`config.mk`:
```
export PLATFORM = sky130hd
export DESIGN_NAME = tear_scan_dim_cmds
export DESIGN_NICKNAME = d
export VERILOG_FILES = /design/src/rtl/tear_scan_dim_cmds.v
export VERILOG_INCLUDE_DIRS = /design/src /design/src/common
export SDC_FILE = /design/constraint.sdc
export NUM_CORES = 1
export LEC_CHECK = 0
export BUFFER_PORTS_ARGS = -buffer_cell sky130_fd_sc_hd__buf_2
export CAP_MARGIN = 40
export CORE_UTILIZATION = 41
export CTS_CLUSTER_DIAMETER = 200
export DETAILED_ROUTE_END_ITERATION = 12
export SYNTH_ARGS = -nofsm -noshare
export SYNTH_HDL_FRONTEND = slang
export SYNTH_SLANG_ARGS = --single-unit
```
`constraint.sdc`:
```
create_clock -name clk -period 5.4 [get_ports clk]
set_input_delay 0.27 -clock clk [delete_from_list [all_inputs] [get_ports clk]]
set_output_delay 0.27 -clock clk [all_outputs]
set_load 0.02 [all_outputs]
```
`src/common/tear_scan_dim_map.vh`:
```
// Command codes, field layout, reset values and timing for the tear, scan-line,
// descriptor, oscillator, power-off and dimmer command decoder.
// Included by the decoder; holds definitions only.
`ifndef TEAR_SCAN_DIM_MAP_VH
`define TEAR_SCAN_DIM_MAP_VH

`define CMD_TEAR_LINE_SET    8'h44
`define CMD_SCAN_LINE_READ   8'h45
`define CMD_DESCRIPTOR_READ  8'ha1
`define CMD_OSC_START        8'hb2
`define CMD_OSC_STOP         8'hb3
`define CMD_POWER_OFF        8'hb4
`define CMD_DIMMER_SET       8'hb5

`define LINE_HI_MSB          1
`define LINE_HI_LSB          0
`define DIM_FIELD_MSB        1
`define DIM_FIELD_LSB        0

`define DESC_OTP_FIRST       4'h8
`define DESC_OTP_LAST        4'hf
`define DESC_EXIT_CODE       8'hff
`define DESC_LEN             4'h8

`define TEAR_LINE_RESET      10'h000
`define DIMMER_RESET         2'h0
`define READ_IDLE_VALUE      8'h00

`define REG_RESET_SETTLE_NS  100
`define CLK_PERIOD_NS        10
`define REG_SETTLE_CYCLES    ((`REG_RESET_SETTLE_NS + `CLK_PERIOD_NS - 1) / `CLK_PERIOD_NS)

`endif

```
`src/rtl/tear_scan_dim_cmds.v`:
```
// Command decoder for tear-line, scan-line readback, descriptor read,
// oscillator start/stop, power-off and dimmer commands.
// Assumes a byte-wide command/parameter stream from the host interface,
// a line counter and frame start strobe from the frame-timing generator,
// and a one-cycle-latency OTP byte port.
`timescale 1ns/1ns
`include "tear_scan_dim_map.vh"

module tear_scan_dim_cmds #(
  parameter LINE_W  = 10,
  parameter PIXEL_W = 8
) (
  input  wire               clk,
  input  wire               rst,
  input  wire               cmd_valid,
  input  wire               cmd_is_command,
  input  wire [7:0]         cmd_byte,
  input  wire               read_req,
  input  wire               sleep_mode,
  input  wire               test_mode,
  input  wire               tear_on_active,
  input  wire               tear_on_mode,
  input  wire               frame_start,
  input  wire               vblank,
  input  wire [LINE_W-1:0]  line_counter,
  input  wire               refresh_transfer,
  input  wire               regulator_good,
  input  wire               otp_programmed,
  input  wire [7:0]         otp_data,
  input  wire [PIXEL_W-1:0] shadow_red,
  input  wire [PIXEL_W-1:0] shadow_green,
  input  wire [PIXEL_W-1:0] shadow_blue,
  output reg  [3:0]         otp_addr,
  output reg  [7:0]         read_data,
  output reg                read_valid,
  output reg                tear_signal,
  output reg                osc_enable,
  output reg                write_clk_enable,
  output reg                power_down,
  output reg                logic_reset,
  output reg  [1:0]         dimmer_level,
  output reg  [PIXEL_W-1:0] pixel_red,
  output reg  [PIXEL_W-1:0] pixel_green,
  output reg  [PIXEL_W-1:0] pixel_blue
);

  localparam [3:0] ST_IDLE  = 4'b0001;
  localparam [3:0] ST_TEAR  = 4'b0010;
  localparam [3:0] ST_DIM   = 4'b0100;
  localparam [3:0] ST_READ  = 4'b1000;

  localparam [2:0] RD_NONE  = 3'b001;
  localparam [2:0] RD_SCAN  = 3'b010;
  localparam [2:0] RD_DESC  = 3'b100;

  reg [3:0]        state;
  reg [2:0]        rd_kind;
  reg              param_idx;
  reg [1:0]        tear_hi;
  reg [LINE_W-1:0] tear_line_pending;
  reg [LINE_W-1:0] tear_line_active;
  reg              tear_line_mode;
  reg              tear_line_mode_active;
  reg              tear_zero_active;
  reg [1:0]        dimmer_pending;
  reg [3:0]        desc_count;
  reg              scan_hi_done;
  reg [LINE_W-1:0] scan_latch;
  reg [7:0]        settle_cnt;
  reg              otp_wait;
  reg [2:0]        reg_good_sync;
  reg              reg_good_q;

  wire cmd_take  = cmd_valid && cmd_is_command;
  wire par_take  = cmd_valid && !cmd_is_command;
  wire tear_hit  = (line_counter == tear_line_active);

  // Command and parameter decode
  always @(posedge clk or posedge rst) begin
    if (rst) begin
      state             <= ST_IDLE;
      rd_kind           <= RD_NONE;
      param_idx         <= 1'b0;
      tear_hi           <= 2'h0;
      tear_line_pending <= `TEAR_LINE_RESET;
      tear_line_mode    <= 1'b0;
      dimmer_pending    <= `DIMMER_RESET;
      osc_enable        <= 1'b0;
      write_clk_enable  <= 1'b0;
      power_down        <= 1'b0;
    end else if (cmd_take && !power_down) begin
      param_idx <= 1'b0;
      rd_kind   <= RD_NONE;
      state     <= ST_IDLE;
      case (cmd_byte)
        `CMD_TEAR_LINE_SET: begin
          state <= ST_TEAR;
        end
        `CMD_DIMMER_SET: begin
          state <= ST_DIM;
        end
        `CMD_SCAN_LINE_READ: begin
          state   <= ST_READ;
          rd_kind <= RD_SCAN;
        end
        `CMD_DESCRIPTOR_READ: begin
          state   <= ST_READ;
          rd_kind <= RD_DESC;
        end
        `CMD_OSC_START: begin
          osc_enable       <= 1'b1;
          write_clk_enable <= 1'b1;
        end
        `CMD_OSC_STOP: begin
          // Stopping the clock in normal display would freeze the panel
          if (sleep_mode || test_mode) begin
            osc_enable       <= 1'b0;
            write_clk_enable <= 1'b0;
          end
        end
        `CMD_POWER_OFF: begin
          power_down       <= 1'b1;
          osc_enable       <= 1'b0;
          write_clk_enable <= 1'b0;
        end
        default: begin
          state <= ST_IDLE;
        end
      endcase
    end else if (par_take && !power_down) begin
      case (state)
        ST_TEAR: begin
          if (!param_idx) begin
            tear_hi   <= cmd_byte[`LINE_HI_MSB:`LINE_HI_LSB];
            param_idx <= 1'b1;
          end else begin
            tear_line_pending <= {tear_hi, cmd_byte};
            tear_line_mode    <= 1'b1;
            state             <= ST_IDLE;
          end
        end
        ST_DIM: begin
          // Only the level field is kept, so the upper bits can only read as zero
          dimmer_pending <= cmd_byte[`DIM_FIELD_MSB:`DIM_FIELD_LSB];
          state          <= ST_IDLE;
        end
        default: begin
          state <= state;
        end
      endcase
    end
  end

  // Frame-aligned transfer of tear and dimmer settings
  always @(posedge clk or posedge rst) begin
    if (rst) begin
      tear_line_active      <= `TEAR_LINE_RESET;
      tear_line_mode_active <= 1'b0;
      tear_zero_active      <= 1'b0;
      dimmer_level          <= `DIMMER_RESET;
    end else begin
      if (frame_start) begin
        tear_line_active      <= tear_line_pending;
        tear_line_mode_active <= tear_line_mode;
        tear_zero_active      <= (tear_line_pending == `TEAR_LINE_RESET);
      end
      if (refresh_transfer && frame_start) begin
        dimmer_level <= dimmer_pending;
      end
    end
  end

  // Tear output; line compare uses the raw counter, not the access order
  always @(posedge clk or posedge rst) begin
    if (rst) begin
      tear_signal <= 1'b0;
    end else if (sleep_mode || power_down) begin
      tear_signal <= 1'b0;
    end else if (tear_line_mode_active) begin
      if (tear_zero_active) begin
        tear_signal <= vblank;
      end else begin
        tear_signal <= tear_hit;
      end
    end else if (tear_on_active) begin
      tear_signal <= tear_on_mode ? (vblank || tear_hit) : vblank;
    end else begin
      tear_signal <= 1'b0;
    end
  end

  // Read path: scan line and descriptor bytes
  always @(posedge clk or posedge rst) begin
    if (rst) begin
      read_data    <= `READ_IDLE_VALUE;
      read_valid   <= 1'b0;
      otp_addr     <= `DESC_OTP_FIRST;
      desc_count   <= 4'h0;
      scan_hi_done <= 1'b0;
      scan_latch   <= {LINE_W{1'b0}};
      otp_wait     <= 1'b0;
    end else begin
      read_valid <= 1'b0;
      if (cmd_take) begin
        desc_count   <= 4'h0;
        otp_addr     <= `DESC_OTP_FIRST;
        scan_hi_done <= 1'b0;
        // In sleep the counter is not meaningful; it is returned as is
        scan_latch   <= line_counter;
        otp_wait     <= 1'b0;
      end else if (otp_wait) begin
        otp_wait   <= 1'b0;
        read_data  <= otp_data;
        read_valid <= 1'b1;
        desc_count <= desc_count + 4'h1;
        otp_addr   <= otp_addr + 4'h1;
      end else if (read_req && state == ST_READ) begin
        if (rd_kind == RD_SCAN) begin
          read_valid <= 1'b1;
          if (!scan_hi_done) begin
            read_data    <= {6'h00, scan_latch[9:8]};
            scan_hi_done <= 1'b1;
          end else begin
            read_data <= scan_latch[7:0];
          end
        end else if (rd_kind == RD_DESC) begin
          if (otp_programmed && desc_count < `DESC_LEN) begin
            otp_wait <= 1'b1;
          end else begin
            read_data  <= `DESC_EXIT_CODE;
            read_valid <= 1'b1;
          end
        end
      end
    end
  end

  // Regulator flag comes from the analog side; a change counts once two stages agree
  always @(posedge clk or posedge rst) begin
    if (rst) begin
      reg_good_sync <= 3'h0;
      reg_good_q    <= 1'b0;
    end else begin
      reg_good_sync <= {reg_good_sync[1:0], regulator_good};
      if (reg_good_sync[2] == reg_good_sync[1]) begin
        reg_good_q <= reg_good_sync[2];
      end
    end
  end

  // Digital reset held after a power-off exit until the synchronized core-supply flag is good and REG_SETTLE_CYCLES + 1 more cycles have passed
  always @(posedge clk or posedge rst) begin
    if (rst) begin
      logic_reset <= 1'b1;
      settle_cnt  <= 8'h00;
    end else if (!reg_good_q) begin
      logic_reset <= 1'b1;
      settle_cnt  <= 8'h00;
    end else if (settle_cnt < `REG_SETTLE_CYCLES) begin
      settle_cnt <= settle_cnt + 8'h01;
    end else begin
      logic_reset <= 1'b0;
    end
  end

  // Dimmer shift on readout; frame memory itself is never rewritten
  always @(posedge clk or posedge rst) begin
    if (rst) begin
      pixel_red   <= {PIXEL_W{1'b0}};
      pixel_green <= {PIXEL_W{1'b0}};
      pixel_blue  <= {PIXEL_W{1'b0}};
    end else begin
      pixel_red   <= shadow_red >> dimmer_level;
      pixel_green <= shadow_green >> dimmer_level;
      pixel_blue  <= shadow_blue >> dimmer_level;
    end
  end

endmodule

```
Word-level counts from Yosys, hierarchy flattened
Index checks and enable logic that the tools add are counted.
- $add $sub $neg: 3
- $lt $le $gt $ge: 2
- equality and inequality tests: 20
- shifts and indexed selects: 3
- mux-type cells: 46
- bitwise gates (word level): 3
- reductions and logical operators: 32
- operators by type and width (operator ; number):
    $mux 8 ; 8
    $eq 8x8->1 const B ; 5
    $mux 4 ; 7
    $mux 1 ; 27
    $shr 8x2->8 ; 3
    $eq 8x7->1 const B ; 2
    $pmux 4 s3 ; 1
    $reduce_and 3->1 ; 4
    $reduce_and 4->1 ; 3
    $reduce_bool 2->1 ; 6
    $eq 10x10->1 ; 1
    $logic_not 10->1 ; 1
    $reduce_bool 3->1 ; 3
    $add 4x1->4 const B ; 2
    $add 8x1->8 const B ; 1
    $lt 8x4->1 const B ; 1
    $pmux 4 s2 ; 1
    $logic_and 1x1->1 ; 7
    $ne 3x3->1 const B ; 2
    $pmux 3 s2 ; 1
    $eq 4x2->1 const B ; 1
    $eq 4x3->1 const B ; 1
    $eq 4x4->1 const B ; 1
    $lt 4x4->1 const B ; 1
    other kinds (11) ; 19
- flip-flop bits (word level): 106
- input port bits: 64
- output and inout bits: 44
- logic and storage cells: 137

Longest topological paths before layout
Gate-level depths: netlist of run 1.
- depth in word-level cells: 8
- depth in mapped cells: 6
- mapped depth without buffers: 4

Worst setup path before layout of run 1
No wires, ideal clock.
- path kind: register to register
- start point: register power_down
- end point: register tear_line_pending[0]
- library setup time: 0.125 ns
- data arrival time: 1.847 ns
- data required time: 5.275 ns
- setup slack: 3.428 ns
- cell stages (with the launch flop): 6
- buffers on the path: 1
- period minus slack after synthesis: 1.972 ns
- cells stage by stage: dfrtp_1 > or4b_1 > nor3_1 > nand2_1 > clkbuf_1 > mux2_2
- word-level cells in the longest chain between the ends: 4
- elaborated cells between the ends (all ways): 5
- those cells by class: 1 x bitwise; 4 x reduce/logical
- RTL lines (what ; RTL line ; source):
    start: declaration ; tear_scan_dim_cmds.v:39 ; output reg power_down,
    start signal: assignment ; tear_scan_dim_cmds.v:90 ; power_down <= 1'b0;
    start signal: assignment ; tear_scan_dim_cmds.v:122 ; power_down <= 1'b1;
    $logic_not 1->1 (*) ; tear_scan_dim_cmds.v:91, tear_scan_dim_cmds.v:130 ;
    $logic_and 1x1->1 ; tear_scan_dim_cmds.v:91 ; end else if (cmd_take && !power_down) begin
    $not 1->1 (no line) ; -- ;
    $reduce_and 4->1 (no line) (*) ; -- ;
    end signal: assignment ; tear_scan_dim_cmds.v:85 ; tear_line_pending <= `TEAR_LINE_RESET;
    end signal: assignment ; tear_scan_dim_cmds.v:137 ; tear_line_pending <= {tear_hi, cmd_byte};
    end: declaration ; tear_scan_dim_cmds.v:60 ; reg [LINE_W-1:0] tear_line_pending;
Every way passes the cells marked *; elsewhere a longest branch is shown, timed or not.
A chain may end at the register's enable or synchronous reset.

Worst setup path in the final report of run 1
- start point: register otp_wait
- end point: register read_data[1]
- word-level cells in the longest chain between the ends: 2
- elaborated cells between the ends (all ways): 5
- those cells by class: 1 x eq/ne; 1 x mux; 3 x reduce/logical
- RTL lines (what ; RTL line ; source):
    start: declaration ; tear_scan_dim_cmds.v:70 ; reg otp_wait;
    start signal: assignment ; tear_scan_dim_cmds.v:201 ; otp_wait <= 1'b0;
    start signal: assignment ; tear_scan_dim_cmds.v:210 ; otp_wait <= 1'b0;
    start signal: assignment ; tear_scan_dim_cmds.v:212 ; otp_wait <= 1'b0;
    $ne 3x3->1 (no line) (tied with other cells) ; -- ;
    $reduce_and 4->1 (no line) ; -- ;
    end signal: assignment ; tear_scan_dim_cmds.v:195 ; read_data <= `READ_IDLE_VALUE;
    end signal: assignment ; tear_scan_dim_cmds.v:213 ; read_data <= otp_data;
    end signal: assignment ; tear_scan_dim_cmds.v:221 ; read_data <= {6'h00, scan_latch[9:8]};
    end: declaration ; tear_scan_dim_cmds.v:34 ; output reg [7:0] read_data,
Several ways; a longest one is shown, not always the timed one.

==> flow_metrics.py, run 1 <==
metrics = {
    "run_status": {
        "outcome": "completed",
    },
    "cts": {
        "post_cts_buffers": 0,
        "clockRootBuffer": "clkbuf_16",
        "clkTransAtPathRegs_ns": 0.07,
        "cts_tree": "yes",
        "ctsHtreeMaxLevel": 3,
        "numClockSinks": 106,
        "clockBufferDepth": 2,
        "insertion_delay_ns": 0.35,
        "cts_buffers": 9,
    },
    "sta": {
        "tightestPinTransition_ns": 0.943,
        "setup_viol": 0,
        "fin_crit_sh_pct": 44.3,
        "fin_setup_tns_ns": 0,
        "max_freq_ghz": 0.418,
        "hold_viol": 0,
        "post-route-min-period_ns": 2.39,
        "rsz0062_at_grt": "no",
        "slew_violations": 0,
        "holdWs_ns": 0.0232,
        "maxSlewHeadroom_pct": 36.3,
        "finalClockSkew_ns": 0.00650,
    },
    "synth": {
        "synth_top_area_share_pct": 53.5,
        "synth_edf_count": 0,
        "seq_area_frac_synth_pct": 55.7,
        "ys.flop_type": "dfrtp_1",
        "synthCells": 401,
        "synth_nets": 468,
        "synth_top_cell_by_area": "dfrtp_1",
        "synth_area_per_cell_um2": 11.9,
        "synth_area_um2": 4770,
        "synthArstFlopShare_pct": 100,
        "ys_top_cells_by_area": "dfrtp_1, mux2_2, nand2_1, mux4_2, mux2i_1",
        "synth.distinct_cells": 56,
        "yosysWarningCount": 0,
        "ys_ff_latch": 106,
    },
    "power": {
        "static-leakage-power_nw": 2.76,
        "seq_power_share_pct": 52.1,
        "p_sw_share_pct": 25.2,
        "p_int_mw": 1.21,
        "vdd_drop_max_v": 0.000222,
        "clockPowerShare_pct": 38.0,
        "p_per_area_nw_per_um2": 280,
        "combPwrFrac_pct": 9.9,
        "p_sw_uw": 408,
    },
    "critical_path": {
        "reg2reg_depth": 3,
        "crit_type": "flop to flop",
        "worstPathRequired_ns": 5.63,
        "regToRegSetupSlack_ns": 3.01,
        "worstPathArrival_ns": 2.62,
        "start_kind": "flop",
        "endpoint_kind": "flop",
        "path_max_fanout": 23,
        "timing.rr.start": "otp_wait",
        "critPathCapture": "read_data[1]",
        "r2r_end": "read_data[1]",
        "critical_path.startpoint": "otp_wait",
    },
    "layout": {
        "fin_area_um2": 5780,
        "syn_to_final_growth_pct": 21.2,
        "finish.utilization_pct": 50.8,
        "multiInputGateArea_um2": 2000,
        "nNetsFinal": 574,
        "insertedDiodeCount": 0,
        "nFillCells": 1042,
        "drive_above_1_share_pct": 35.0,
        "area.sequential_um2": 2660,
    },
    "floorplanning": {
        "start_util_pct": 42.0,
        "die_x_um": 110,
        "dieArea_um2": 12100,
        "rows": 39,
        "pin_count": 108,
        "core_area_um2": 11400,
        "die_h_um": 110,
    },
    "run": {
        "maxCapViolCount": 0,
    },
    "detailed_routing": {
        "drtIter0Drc": 151,
        "ant_nets": 0,
        "num_vias": 3337,
        "dr.pass1.iters": 6,
        "routedWlPerCell_um": 15.0,
        "routed_wl_um": 9850,
        "viasPerCell": 5.09,
        "drc": 0,
    },
    "global_route": {
        "grt_pass1_wl_um": 16000,
        "grt_max_degree": 52,
        "antenna_found_initial": 0,
        "grt_pass1_vias": 3233,
        "gr-total-overflow": 0,
        "track_usage_pct": 17.7,
    },
    "place": {
        "placed_area_um2": 5490,
        "dp_hpwl_um": 7290,
        "routabilityCongestion": 0.824,
        "port_buffers": 107,
    },
    "min_path": {
        "hold-path-cell-count": 1,
        "hold_path.class": "primary input to flop",
    },
}
-- synth_stat cells, types with 2 or more instances --
library cell,count
dfrtp_1,102
nand2_1,55
mux2_2,28
nor2_1,19
o21ai_0,16
mux2i_1,15
nor2b_1,14
inv_1,11
and2_1,10
clkbuf_1,10
xor2_1,10
a21oi_1,9
mux4_2,9
xnor2_1,8
a211oi_1,7
a211o_1,6
buf_1,6
nand3_1,6
dfstp_2,4
nand4_1,4
nor4_1,4
ha_1,3
nor3_1,3
nor4b_1,3
a2111oi_0,2
mux2_4,2
nand2b_1,2
nand3b_1,2
nor3b_1,2
o31ai_1,2
o41ai_1,2
-- cell type report --
class	count	share of cell area, %
Clock inverter	6	0.888
Tap cell	143	3.10
Multi-Input combinational cell	267	34.7
Clock buffer	10	3.96
Inverter	11	0.758
Sequential cell	106	46.0
Timing Repair Buffer	112	10.7
-- per-layer routing --
layer	wire (um)	GRT usage (%)
met4	145	5.43
met3	635	6.28
met2	4500	28.0
met1	4560	22.7
met5	0	0
-- worst max-delay path: stages (launching register included) --
cell and delay (ns):
dfrtp_1 0.83, inv_1 0.30, a2111oi_4 0.78, mux2_4 0.35
-- worst min-delay path by stage --
stage                         from                to  slack, ns
floorplan           regulator_good  reg_good_sync[0]       0.30
global placement               rst     pixel_blue[0]       0.25
detailed placement             rst     pixel_blue[0]       0.26
CTS                 regulator_good  reg_good_sync[0]      0.008
global route        regulator_good  reg_good_sync[0]       0.01
finish              regulator_good  reg_good_sync[0]       0.02
-- cells in the final DEF (no fill, tap or decap), drive strengths merged, types with 13 or more instances in the layout --
cell type | netlist | layout
buf | 7 | 111
dfrtp | 102 | 102
nand2 | 56 | 56
mux2 | 30 | 30
nor2 | 19 | 19
o21ai | 16 | 16
mux2i | 15 | 15
nor2b | 14 | 14
inv | 11 | 13
-- logic make-up after synthesis --
family / count (synthesis) / synth area share, %
AO/OA/AOI/OAI: 54 / 7.98
XOR/XNOR: 18 / 3.31
adder cells (fa/ha/maj): 4 / 0.997
buffers and inverters: 28 / 2.28
flip-flops: 106 / 55.7
multiplexers: 54 / 14.6
AND/OR/NAND/NOR: 137 / 15.1
-- what timing repair did --
item                      CTS  global route
gates resized for setup     0             0
hold endpoints to repair   24             0
hold buffers                1             0
-- flip-flops by register name, indices dropped and copies added (netlist names), 3 cells and up --
signal,flops
tear_line_pending,10
read_data,8
scan_latch,10
rd_kind,3
pixel_blue,8
pixel_red,8
pixel_green,8
otp_addr,4
tear_line_active,10
reg_good_sync,3
desc_count,4
state,4
settle_cnt,8
-- per-stage QoR --
step	setup WS, ns	cells	total power [mW]
2_1_floorplan	2.35	401	0.948
3_3_place_gp	3.09	636	1.01
3_5_place_dp	2.99	638	1.02
4_1_cts	2.98	655	1.65
5_1_grt	2.80	655	1.69
6_report	3.01	655	1.62
-- power by group through the flow --
stage,Combinational [mW],Clock (mW),Sequential [mW]
5_1_grt,0.179,0.668,0.847
2_1_floorplan,0.0767,0,0.872
4_1_cts,0.163,0.640,0.844
3_3_place_gp,0.154,0,0.859
3_5_place_dp,0.162,0,0.859
6_report,0.160,0.615,0.843
Note: power is estimated with default switching activity, not from simulation.
==> inputs of run 2 (changes only) <==
--- a/config.mk
+++ b/config.mk
@@ -6,6 +6,7 @@
 export SDC_FILE = /design/constraint.sdc
 export NUM_CORES = 1
 export LEC_CHECK = 0
+export ABC_AREA = 1
 export BUFFER_PORTS_ARGS = -buffer_cell sky130_fd_sc_hd__buf_2
 export CAP_MARGIN = 40
 export CORE_UTILIZATION = 41
==> constraint.sdc (replaced) <==
create_clock -name clk -period 2.4 [get_ports clk]
set_input_delay 0.12 -clock clk [delete_from_list [all_inputs] [get_ports clk]]
set_output_delay 0.12 -clock clk [all_outputs]
set_load 0.02 [all_outputs]
==> run 2 against run 1 <==
Compared with the run above:
- via count grew 17%
- sequential cell count did not move
- design area decreased by 0.78%
- clock skew rose by 0.0019 ns
- utilization up 0.93 points
- synthesized cell count increased by 35%
- first-iteration DRC count grew 31%
- sequential power increased by 130%
- worst setup slack worse by 2.2 ns
- combinational power rose to 3.1 times the previous value
- global-route usage rose by 1.0 points
==> flow_metrics.py, run 2 <==
metrics = {
    "run_status": {
        "outcome": "completed",
    },
    "layout": {
        "reg_top3": "scan_latch (10), tear_line_active (10), tear_line_pending (10)",
        "syn_to_final_growth_pct": 20.6,
        "nNetsFinal": 716,
        "nFillCells": 1064,
        "finish.utilization_pct": 51.8,
        "final_cell_mix": "nand2_1, buf_2, dfrtp_1",
        "drive_above_1_share_pct": 23.2,
        "insertedDiodeCount": 0,
        "final_common_cell": "nand2_1",
    },
    "cts": {
        "clockRootBuffer": "clkbuf_16",
        "cts_tree": "yes",
        "ctsHtreeMaxLevel": 3,
        "numClockSinks": 106,
        "insertion_delay_ns": 0.34,
        "clkTransAtPathRegs_ns": 0.07,
        "clockBufferDepth": 2,
        "cts_buffers": 9,
        "ctsResizeCount": 0,
    },
    "place": {
        "place_worst_setup_slack_ns": 0.847,
        "dp_hpwl_um": 7910,
        "routabilityCongestion": 0.859,
        "port_buffers": 107,
    },
    "synth": {
        "synth_nets": 610,
        "synthArstFlopShare_pct": 100,
        "synth.distinct_cells": 39,
        "synth_area_per_cell_um2": 8.76,
        "synth_area_um2": 4760,
        "yosysWarningCount": 0,
        "synth_edf_count": 0,
        "synthTopCellsByCount": "nand2_1, dfrtp_1, o21ai_0, inv_1, nor2_1",
        "synth_top_cell_by_area": "dfrtp_1",
        "ys_ff_latch": 106,
        "ys.flop_type": "dfrtp_1",
        "synth_top_area_share_pct": 53.7,
        "ys_top_cells_by_area": "dfrtp_1, nand2_1, o21ai_0, inv_1, a21oi_1",
        "yosysMostFrequentCell": "nand2_1",
        "seq_area_frac_synth_pct": 55.9,
        "synthCells": 543,
    },
    "detailed_routing": {
        "drtIter0Drc": 198,
        "ant_nets": 0,
        "num_vias": 3900,
        "routed_wl_um": 10600,
        "routedWlPerCell_um": 13.3,
        "viasPerCell": 4.91,
        "dr.pass1.iters": 4,
        "drc": 0,
    },
    "sta": {
        "setup_viol": 0,
        "slew_violations": 0,
        "max_freq_ghz": 0.638,
        "post-route-min-period_ns": 1.57,
        "fin_setup_tns_ns": 0,
        "setup_ws_ns": 0.832,
        "holdWs_ns": 0.0136,
        "rsz0062_at_grt": "no",
        "finalClockSkew_ns": 0.00837,
        "maxSlewHeadroom_pct": 61.5,
        "fin_crit_sh_pct": 65.3,
        "hold_viol": 0,
        "tightestPinTransition_ns": 0.578,
    },
    "power": {
        "combPwrFrac_pct": 13.1,
        "vdd_drop_max_v": 0.000484,
        "p_sw_mw": 1.02,
        "clockPowerShare_pct": 36.1,
        "p_per_area_nw_per_um2": 666,
        "p_int_mw": 2.80,
        "power_mw": 3.82,
        "p_sw_share_pct": 26.7,
        "seq_power_share_pct": 50.8,
        "static-leakage-power_nw": 3.00,
    },
    "critical_path": {
        "cp_slowest_cell": "dfstp_2",
        "reg2reg_depth": 7,
        "start_kind": "flop",
        "path_buf_inv": 2,
        "crit_type": "flop to flop",
        "worstPathRequired_ns": 2.62,
        "regToRegSetupSlack_ns": 0.83,
        "path_max_fanout": 9,
        "r2r_end": "read_data[2]",
        "cp_top_family": "flip-flops",
        "timing.rr.start": "rd_kind[0]",
        "endpoint_kind": "flop",
        "worst_path_largest_cell_delay_ns": 0.53,
        "path_cells": "inv_1, nand3_1, inv_2, o21ai_4, nand2_4, o211ai_1, nand2_1",
        "worstPathArrival_ns": 1.79,
    },
    "global_route": {
        "gr-total-overflow": 0,
        "grt_max_degree": 107,
        "antenna_found_initial": 0,
        "grt_pass1_vias": 3666,
        "track_usage_pct": 18.7,
        "grt_pass1_wl_um": 17200,
    },
    "min_path": {
        "hold_path_end": "scan_latch[9]",
        "min_from": "line_counter[9]",
        "hold_path.class": "primary input to flop",
        "hold-path-cell-count": 3,
    },
    "floorplanning": {
        "dieArea_um2": 12000,
        "start_util_pct": 42.9,
        "die_h_um": 110,
        "rows": 38,
        "die_x_um": 110,
        "core_area_um2": 11100,
        "pin_count": 108,
    },
    "run": {
        "maxCapViolCount": 0,
    },
}
[run 2: cell types whose count changed after synthesis, sizes merged, moves of 14 or more]
| cell | delta |
|---|---|
| nand3 | +16 |
| nand2 | +94 |
| nor2b | -14 |
| a21oi | +19 |
| mux2 | -29 |
| o21ai | +49 |
| nor2 | +16 |
| inv | +51 |
[run 2: worst max-delay path by stage]
stage | from | cells after the start | endpoint
2_1_floorplan | power_down | 6 | tear_line_pending[6]
3_3_place_gp | rd_kind[0] | 7 | read_data[6]
3_5_place_dp | rd_kind[0] | 7 | read_data[2]
4_1_cts | dimmer_level[0] | 2 | dimmer_level[0]
5_1_grt | rd_kind[0] | 7 | read_data[7]
6_report | rd_kind[0] | 7 | read_data[2]
[run 2: power by group through the flow]
stage,Clock [mW],Combinational (mW),Sequential [mW]
final,1.38,0.500,1.94
after global routing,1.50,0.558,1.95
after floorplan,0,0.231,2.04
after detailed placement,0,0.505,1.97
after CTS,1.42,0.509,1.94
after global placement,0,0.498,1.97
[run 2: repair_timing]
item / CTS / global route
hold endpoints to repair: 103 / 0
hold buffers: 2 / 0
setup buffers: 0 / 0
[run 2: routing by layer]
layer / global-route usage, % / share of wire [%] / up-vias
li1: - / - / 1978
met1: 25.1 / 47 / 1832
met2: 30.6 / 47 / 79
met3: 4.03 / 4.3 / 11
met4: 5.24 / 1.3 / 0
met5: 0 / 0 / -
[run 2: worst register-to-register path: stages, from the launching register on]
cell and delay (ns):
dfstp_2 0.53, inv_1 0.05, nand3_1 0.12, inv_2 0.11, o21ai_4 0.30, nand2_4 0.14, o211ai_1 0.13, nand2_1 0.08
[run 2: cells by family (layout without fill, tap and decap cells)]
group	Yosys count	after routing	synth area share, %
buffers and inverters	83	194	7.02
DFF	106	106	55.9
and+or+nand+nor	225	225	19.9
adders and majority gates	4	4	1.00
AOI/OAI and AO/OA	112	112	13.5
xor gates and xnor gates	3	3	0.553
muxes	10	10	2.21
[run 2: layout make-up]
type	instances	area [um2]	area share, %
clock buffers	11	243	4.23
repair buffers	113	598	10.4
flip-flops and latches	106	2660	46.3
multi-input cells	354	1760	30.8
inverters	65	258	4.49
clock inverters	5	38.8	0.676
well taps	140	175	3.05
[run 2: through the flow]
stage / cells / instance area, um2
2_1_floorplan: 543 / 4760
3_3_place_gp: 776 / 5430
3_5_place_dp: 776 / 5430
4_1_cts: 794 / 5730
5_1_grt: 794 / 5730
6_report: 794 / 5730
